===== src/hdl/npw_pkg.sv =====
// Constants shared by the non-volatile page erase / byte write block.
// Assumes a 200 MHz core clock and a 32-bit Avalon-MM register bus.
//
// Contract
// - The address register holds a 7-bit byte address in bits 6 to 0.
// - A correct unlock opens a write window of three machine cycles.
// - Writing one to control bit 7 erases the selected page.
// - The data area is 8 pages of 16 bytes each.
// - The erased page follows the last value written to the address.
// - The processor stalls on the erase write until the erase ends.
// - Writing one to control bit 6 programs the data byte and stalls.
// - When the byte write ends the stall is released.
// - The data register holds the byte to program; reads use code fetch.
package npw_pkg;
  localparam int CLK_MHZ = 200;

  // Register indices; byte address is four times the index
  localparam logic [7:0] IDX_ADDR   = 8'hC6;
  localparam logic [7:0] IDX_KEY    = 8'hC7;
  localparam logic [7:0] IDX_STATUS = 8'hCD;
  localparam logic [7:0] IDX_CTRL   = 8'hCE;
  localparam logic [7:0] IDX_DATA   = 8'hCF;

  localparam int ADDR_W     = 7;
  localparam int PAGE_MSB   = 6;
  localparam int PAGE_LSB   = 4;
  localparam int PAGE_BYTES = 16;
  localparam int MEM_BYTES  = 128;
  localparam int ERASE_BIT  = 7;
  localparam int WRITE_BIT  = 6;
  localparam int ST_OPEN_BIT  = 0;
  localparam int ST_ARMED_BIT = 1;

  localparam logic [7:0] KEY_FIRST  = 8'hAA;
  localparam logic [7:0] KEY_SECOND = 8'h55;
  localparam logic [7:0] ERASE_FILL = 8'hFF;
  localparam logic [6:0] ADDR_RESET = 7'h00;
  localparam logic [7:0] DATA_RESET = 8'h00;

  // Machine cycle and unlock window
  localparam int MC_CLKS     = 4;
  localparam int WINDOW_MCS  = 3;
  localparam int WINDOW_CLKS = MC_CLKS * WINDOW_MCS;

  // Operation times, least times rounded up
  localparam int ERASE_TIME_NS  = 25000;
  localparam int WRITE_TIME_NS  = 10000;
  localparam int ERASE_CLKS_DEF = (ERASE_TIME_NS * CLK_MHZ + 999) / 1000;
  localparam int WRITE_CLKS_DEF = (WRITE_TIME_NS * CLK_MHZ + 999) / 1000;
endpackage : npw_pkg


===== src/hdl/npw_top.sv =====
// Non-volatile page erase / byte write controller with Avalon-MM slave.
// Assumes one Avalon master that holds each request until waitrequest is low;
// the stall on a launching control write stands for the processor stall.
//
// The Avalon-MM interface to the registers was left to the implementer.
`timescale 1ns/1ps
module npw_top #(
  parameter int ERASE_CLKS = npw_pkg::ERASE_CLKS_DEF,
  parameter int WRITE_CLKS = npw_pkg::WRITE_CLKS_DEF
) (
  input  logic        clk,
  input  logic        sys_rst,
  input  logic [9:0]  address,
  input  logic        read,
  input  logic        write,
  input  logic [31:0] writedata,
  input  logic [3:0]  byteenable,
  output logic [31:0] readdata,
  output logic        waitrequest,
  input  logic        code_rd_en,
  input  logic [6:0]  code_rd_addr,
  output logic [7:0]  code_rd_data,
  output logic        busy
);
  import npw_pkg::*;

  typedef enum logic [1:0] {
    ST_IDLE,
    ST_ERASE,
    ST_WRITE,
    ST_DONE
  } npw_state_type;

  function automatic logic hit(input logic [9:0] a, input logic [7:0] idx);
    hit = (a[9:2] == idx);
  endfunction : hit

  npw_state_type state_reg;
  logic [6:0]    addr_reg;
  logic [7:0]    data_reg;
  logic [1:0]    ctrl_reg;
  logic [2:0]    page_reg;
  logic [6:0]    target_reg;
  logic [15:0]   cnt_reg;
  logic [4:0]    fill_reg;
  logic          rd_ready_reg;
  logic          accept_wr;
  logic          idle;
  logic          lane0;
  logic          wr_ctrl;
  logic          launch_erase;
  logic          launch_write;
  logic          launch;
  logic          window_open;
  logic          armed;
  logic          mem_we;
  logic [6:0]    mem_waddr;
  logic [7:0]    mem_wdata;
  logic          op_end;
  logic [31:0]   rd_mux;

  assign idle  = (state_reg == ST_IDLE);
  assign lane0 = byteenable[0];
  assign busy  = (state_reg == ST_ERASE) || (state_reg == ST_WRITE);

  assign wr_ctrl = write && lane0 && hit(address, IDX_CTRL);
  // Erase wins when both request bits are set in one write
  assign launch_erase = idle && wr_ctrl && window_open
                        && writedata[ERASE_BIT];
  assign launch_write = idle && wr_ctrl && window_open
                        && !writedata[ERASE_BIT]
                        && writedata[WRITE_BIT];
  assign launch = launch_erase || launch_write;

  // Handshake: launches stall, reads take one wait cycle for the register
  always_comb begin
    waitrequest = 1'b0;
    unique case (state_reg)
      ST_IDLE:  waitrequest = launch || (read && !rd_ready_reg);
      ST_ERASE: waitrequest = 1'b1;
      ST_WRITE: waitrequest = 1'b1;
      ST_DONE:  waitrequest = read;
    endcase
  end

  assign accept_wr = write && !waitrequest;

  npw_unlock u_unlock (
    .clk         (clk),
    .sys_rst     (sys_rst),
    .key_write   (accept_wr && lane0 && hit(address, IDX_KEY)),
    .key_data    (writedata[7:0]),
    .other_write (accept_wr && !hit(address, IDX_KEY)),
    .window_open (window_open),
    .armed       (armed)
  );

  // Bit 7 is not stored, so it reads as zero whatever is written
  always_ff @(posedge clk or posedge sys_rst) begin
    if (sys_rst) begin
      addr_reg <= ADDR_RESET;
    end else if (accept_wr && lane0 && hit(address, IDX_ADDR)) begin
      addr_reg <= writedata[ADDR_W-1:0];
    end
  end

  always_ff @(posedge clk or posedge sys_rst) begin
    if (sys_rst) begin
      data_reg <= DATA_RESET;
    end else if (accept_wr && lane0 && hit(address, IDX_DATA)) begin
      data_reg <= writedata[7:0];
    end
  end

  assign op_end = (state_reg == ST_ERASE && cnt_reg == 16'(ERASE_CLKS - 1))
               || (state_reg == ST_WRITE && cnt_reg == 16'(WRITE_CLKS - 1));

  always_ff @(posedge clk or posedge sys_rst) begin
    if (sys_rst) begin
      state_reg <= ST_IDLE;
    end else begin
      unique case (state_reg)
        ST_IDLE: begin
          if (launch_erase) begin
            state_reg <= ST_ERASE;
          end else if (launch_write) begin
            state_reg <= ST_WRITE;
          end
        end
        ST_ERASE: begin
          if (op_end) begin
            state_reg <= ST_DONE;
          end
        end
        ST_WRITE: begin
          if (op_end) begin
            state_reg <= ST_DONE;
          end
        end
        ST_DONE: state_reg <= ST_IDLE;
      endcase
    end
  end

  always_ff @(posedge clk or posedge sys_rst) begin
    if (sys_rst) begin
      cnt_reg <= 16'h0000;
    end else if (launch || state_reg == ST_DONE) begin
      cnt_reg <= 16'h0000;
    end else if (busy) begin
      cnt_reg <= cnt_reg + 16'h0001;
    end
  end

  // Page and byte target frozen at launch
  always_ff @(posedge clk or posedge sys_rst) begin
    if (sys_rst) begin
      page_reg   <= 3'h0;
      target_reg <= ADDR_RESET;
    end else if (launch) begin
      page_reg   <= addr_reg[PAGE_MSB:PAGE_LSB];
      target_reg <= addr_reg;
    end
  end

  always_ff @(posedge clk or posedge sys_rst) begin
    if (sys_rst) begin
      fill_reg <= 5'h00;
    end else if (launch_erase) begin
      fill_reg <= 5'h00;
    end else if (state_reg == ST_ERASE && fill_reg != 5'(PAGE_BYTES)) begin
      fill_reg <= fill_reg + 5'h01;
    end
  end

  always_ff @(posedge clk or posedge sys_rst) begin
    if (sys_rst) begin
      ctrl_reg <= 2'b00;
    end else if (launch) begin
      ctrl_reg <= {launch_erase, launch_write};
    end else if (state_reg == ST_DONE) begin
      ctrl_reg <= 2'b00;
    end
  end

  // Erase writes one byte per clock, so ERASE_CLKS must be at least a page
  always_comb begin
    mem_we    = 1'b0;
    mem_waddr = target_reg;
    mem_wdata = data_reg;
    if (state_reg == ST_ERASE && fill_reg != 5'(PAGE_BYTES)) begin
      mem_we    = 1'b1;
      mem_waddr = {page_reg, fill_reg[3:0]};
      mem_wdata = ERASE_FILL;
    end else if (state_reg == ST_WRITE && cnt_reg == 16'h0000) begin
      mem_we = 1'b1;
    end
  end

  npw_mem u_mem (
    .clk   (clk),
    .we    (mem_we),
    .waddr (mem_waddr),
    .wdata (mem_wdata),
    .re    (code_rd_en),
    .raddr (code_rd_addr),
    .rdata (code_rd_data)
  );

  always_comb begin
    rd_mux = 32'h0000_0000;
    if (hit(address, IDX_ADDR)) begin
      rd_mux[ADDR_W-1:0] = addr_reg;
    end else if (hit(address, IDX_CTRL)) begin
      rd_mux[ERASE_BIT] = ctrl_reg[1];
      rd_mux[WRITE_BIT] = ctrl_reg[0];
    end else if (hit(address, IDX_DATA)) begin
      rd_mux[7:0] = data_reg;
    end else if (hit(address, IDX_STATUS)) begin
      rd_mux[ST_OPEN_BIT]  = window_open;
      rd_mux[ST_ARMED_BIT] = armed;
    end
  end

  always_ff @(posedge clk or posedge sys_rst) begin
    if (sys_rst) begin
      rd_ready_reg <= 1'b0;
      readdata     <= 32'h0000_0000;
    end else begin
      rd_ready_reg <= idle && read && !rd_ready_reg;
      if (idle && read && !rd_ready_reg) begin
        readdata <= rd_mux;
      end
    end
  end
endmodule : npw_top


===== src/hdl/npw_mem.sv =====
// Byte-wide storage of the non-volatile data area.
// One write port for erase and program, one registered code-fetch read port.
`timescale 1ns/1ps
module npw_mem (
  input  logic       clk,
  input  logic       we,
  input  logic [6:0] waddr,
  input  logic [7:0] wdata,
  input  logic       re,
  input  logic [6:0] raddr,
  output logic [7:0] rdata
);
  import npw_pkg::*;

  logic [7:0] cell_mem [MEM_BYTES];

  always_ff @(posedge clk) begin
    if (we) begin
      cell_mem[waddr] <= wdata;
    end
  end

  // Contents are not reset: they model retained storage
  always_ff @(posedge clk) begin
    if (re) begin
      rdata <= cell_mem[raddr];
    end
  end
endmodule : npw_mem


===== src/hdl/npw_unlock.sv =====
// Timed access unlock: AAH then 55H opens a window of three machine cycles.
// Assumes key_write and other_write are one-cycle pulses of accepted writes.
`timescale 1ns/1ps
module npw_unlock (
  input  logic       clk,
  input  logic       sys_rst,
  input  logic       key_write,
  input  logic [7:0] key_data,
  input  logic       other_write,
  output logic       window_open,
  output logic       armed
);
  import npw_pkg::*;

  localparam int WIN_HOLD = WINDOW_CLKS;

  logic       unlock_hit;
  logic       mc_tick;
  logic [2:0] div_reg;
  logic [1:0] mc_reg;
  logic [4:0] age_reg;

  assign unlock_hit = key_write && armed && (key_data == KEY_SECOND);
  assign mc_tick    = (div_reg == 3'(MC_CLKS - 1));

  // Any other write between the two keys breaks the sequence
  always_ff @(posedge clk or posedge sys_rst) begin
    if (sys_rst) begin
      armed <= 1'b0;
    end else if (key_write) begin
      armed <= !unlock_hit && (key_data == KEY_FIRST);
    end else if (other_write) begin
      armed <= 1'b0;
    end
  end

  // Divider restarts at unlock so the window is exact, not 2 to 3 cycles
  always_ff @(posedge clk or posedge sys_rst) begin
    if (sys_rst) begin
      window_open <= 1'b0;
      div_reg     <= 3'h0;
      mc_reg      <= 2'h0;
    end else if (unlock_hit) begin
      window_open <= 1'b1;
      div_reg     <= 3'h0;
      mc_reg      <= 2'h0;
    end else if (window_open) begin
      div_reg <= mc_tick ? 3'h0 : div_reg + 3'h1;
      if (mc_tick) begin
        mc_reg <= mc_reg + 2'h1;
        if (mc_reg == 2'(WINDOW_MCS - 1)) begin
          window_open <= 1'b0;
        end
      end
    end
  end

  always_ff @(posedge clk or posedge sys_rst) begin
    if (sys_rst) begin
      age_reg <= 5'h00;
    end else if (unlock_hit) begin
      age_reg <= 5'h00;
    end else if (window_open) begin
      age_reg <= age_reg + 5'h01;
    end
  end
endmodule : npw_unlock


===== config.mk =====
export PLATFORM = sky130hd
export DESIGN_NAME = npw_top
export DESIGN_NICKNAME = d
export VERILOG_FILES = /design/src/hdl/npw_pkg.sv /design/src/hdl/npw_top.sv /design/src/hdl/npw_mem.sv /design/src/hdl/npw_unlock.sv
export SDC_FILE = /design/constraint.sdc
export NUM_CORES = 1
export LEC_CHECK = 0
export BUFFER_PORTS_ARGS = -buffer_cell sky130_fd_sc_hd__buf_2
export CORE_ASPECT_RATIO = 1.75
export CORE_MARGIN = 4
export CORE_UTILIZATION = 34
export DETAILED_ROUTE_END_ITERATION = 12
export GPL_ROUTABILITY_DRIVEN = 0
export PLACE_DENSITY = 0.58
export SYNTH_ARGS = -nofsm -noshare
export SYNTH_HDL_FRONTEND = slang
export SYNTH_SLANG_ARGS = --single-unit

===== constraint.sdc =====
create_clock -name clk -period 5.9 [get_ports clk]
set_input_delay 0 -clock clk [delete_from_list [all_inputs] [get_ports clk]]
set_output_delay 0 -clock clk [all_outputs]
set_load 0.02 [all_outputs]

==> impl_results.md <==
- Die area: ~0.13 sq mm
- Xor and xnor area share after synthesis: 0.00386
- FF-to-FF setup slack: 2.31 ns
- Post-Place Cells: around 3600
- Vias in the first global route: between 20000 and 25000
- Max IR drop VDD: between 0.2 and 0.25 mV
- Commonest non-fill, non-tap cell in the layout: edfxtp_1
- Number of synthesized flops with an enable pin: 1032
- CP max-delay cell: nor2_1
- RSZ-0062 raised after global routing: false
- Max FFs per register: a little over 1000
- H-tree Lvls: 3
- Status: completed
- Worst setup EP type: register
- PD cells: slightly above 300 mW/mm^2
- GRT Residual Overflow: 0
- Critical path cell sequence: inv_1 -> ha_1 -> inv_1 -> o21ai_0 -> and3_1 -> nand3_1 -> nor2_1
- Root Buffer Master: clkbuf_16
- CTS Buffer Depth: 3
- Multi-input gate area: slightly above 0.01 sq mm
- GR Util All Layers: 0.153
- Bufs and invs on worst path: 2
- Hold Crit Class: in2reg
- Worst-margin pin slew: approximately 1.1 ns
- Fillers: around 11000
- Setup tns final: 0 ns
- Final Setup Violations: 0
- # Max-Cap Violations: 0
- Post-synthesis sequential area ratio: 0.755
- Hold_buf cts: 26
- Mux share of post-synthesis cell area: 0.186
- PostCTS Resize Cnt: 0
- TritonCTS sink count: ~1100
- Width of the die: approximately 280 um
- Delay-heaviest family, CP: simple AND/OR/NAND/NOR gates
- Adder-Cell Fraction of Synth Area: 0.00319
- CTS tree: done
- Nets@finish: roughly 2200
- DR pass1 iterations: 5
- Synthesized area: 0.0431 sq mm
- Core Area: about 0.13 sq mm
- IO Count: 100
- First-pass GRT wire length: between 100000 and 150000 um
- Post-Synthesis Cells: 1978
- Clk_lat worst skew: 0.70 ns
- Yosys top cell area share: 0.718
- Final Hold Viols: 0
- Antenna Nets Post-Route: 0
- Vias per std cell: ~5.2
- Main flop type after synthesis: edfxtp_1
- Crit path largest cell delay: approximately 0.76 ns
- Die H: about 480 um
- Crit-path most repeated cell: inv_1
- CP required: ~6.2 ns
- Area leader, netlist: edfxtp_1
- PortBufs: 46
- #FFs+latches synth: around 1100
- Total chip power: 14.9 mW
- Post-Route WL: between 100000 and 150000 um
- Clk slew on worst S/H paths: about 0.070 ns
- Drt initial violations: ~1400
- Most frequent cells in the layout: edfxtp_1, mux4_2, nor2_1, clkbuf_16, dfrtp_1
- Final Instance Count excl. Fillers: 3834
- F_max: 278 MHz
- Headroom to the max-slew limit: 0.242
- Critical path class: reg2reg
- Tmin final: between 3 and 4 ns
- Drt drc: 0
- Crit-path max FO: 9
- LEAKAGE: 12.5 nW
- Synth unique cells: 46
- Largest net degree at the start of global routing: between 100 and 150
- CP Launch Type: register
- Largest family of logic cells by synthesized area: multiplexers
- Num CTS Buffers: just under 100
- Num rows: approximately 170
- Routed len/inst: 26.6 um
- Clk_skew: ~0.027 ns
- Compound-Gate Fraction of Synth Area: 0.00679
- Starting density of the core: 0.343
- Storage cell area: about 0.033 sq mm
- Total number of vias: 20000
- YS warnings: 0
- Largest cells by area after synthesis: edfxtp_1, mux4_2, dfrtp_1
- Slew Viols, Final: 0
- Period utilization: 0.609
- Share of layout cells above drive strength 1: 0.279
- Number of buffers added for setup after CTS: 0
- Initial antenna violation count: 4
- Synth Area in Simple Gates: 0.0304
- Worst Path Arrival: 3.92 ns
- Avg Cell Area, Syn: 21.8 sq um
- Fraction of registers with async set/reset: 0.0575
- Post-DP HPWL: 64800 um
- Area delta synth->final: 12.9%
## Yosys cell counts (6+ instances only)
master and instances:
o21ai_0 11, xor2_1 12, buf_1 14, buf_4 26, inv_1 14, mux2_2 32
a21oi_1 9, nand2b_1 11, nor3_1 6, nand2_1 50, nand3_1 20, mux2i_1 9
mux4_2 336, nor2b_1 8, clkbuf_1 55, nor2_1 167, buf_2 24, xnor2_1 7
dfrtp_1 63, ha_1 11, nand4_1 11, a22oi_1 8, edfxtp_1 1032
## worst paths after layout
path,start,endpoint,depth (start not counted)
setup / recovery,state_reg[1],u_mem.cell_mem[117][6],7
hold reg to reg,readdata[0],readdata[0],2
max in group asynchronous,sys_rst,target_reg[2],4
setup reg to reg,state_reg[1],u_mem.cell_mem[117][6],7
min in group asynchronous,sys_rst,u_unlock.armed,4
hold / removal,code_rd_addr[6],u_mem.rdata[3],3
## worst reg2reg max path: cells and delay by family (launching register included)
family          cells  cell delay (ns)
fa+ha+maj           1             0.40
buf+inv             2             0.19
compound gates      1             0.40
flops               1             0.41
simple gates        3             1.81
## cells by family (layout without fill, tap and decap cells)
kind of cell	count (synthesis)	after routing
flops	1095	1095
mux	377	377
simple gates	297	297
buf+inv	134	310
compound gates	44	44
xor+xnor	19	19
fa+ha+maj	11	11
other cells	1	28
## routing by layer
metal	track usage	share of wire	vias to the layer above
li1	-	-	8401
met1	0.170	0.35	10800
met2	0.292	0.56	582
met3	0.0233	0.046	148
met4	0.0597	0.039	0
met5	0	0	-
## per-stage QoR
stage,cell area [sq um],util,hold WS (ns),setup slack [ns]
finish,48700,0.387,0.0874,2.31
global route,48700,0.387,0.0691,2.08
CTS,48700,0.387,0.0126,2.28
detailed placement,45400,0.360,0.284,2.30
global placement,45400,0.360,0.268,2.34
floorplan,43200,-,0.112,2.15
## power breakdown
part	switching (mW)	internal (mW)	leakage (nW)	total (mW)
clock network	2.83	3.30	1.50	6.13
registers	0.0297	8.40	7.97	8.43
logic	0.238	0.148	3.00	0.386
## area by class of cell
type	instances	share of cell area
sequential	1095	0.669
multi-input combinational	772	0.207
clock buffer	116	0.0526
tap	1653	0.0425
timing repair buffer	111	0.0176
inverter	14	0.00108
antenna	4	0.000206
clock inverter	69	0.00997
No activity file was read; power rests on OpenSTA's default activity.
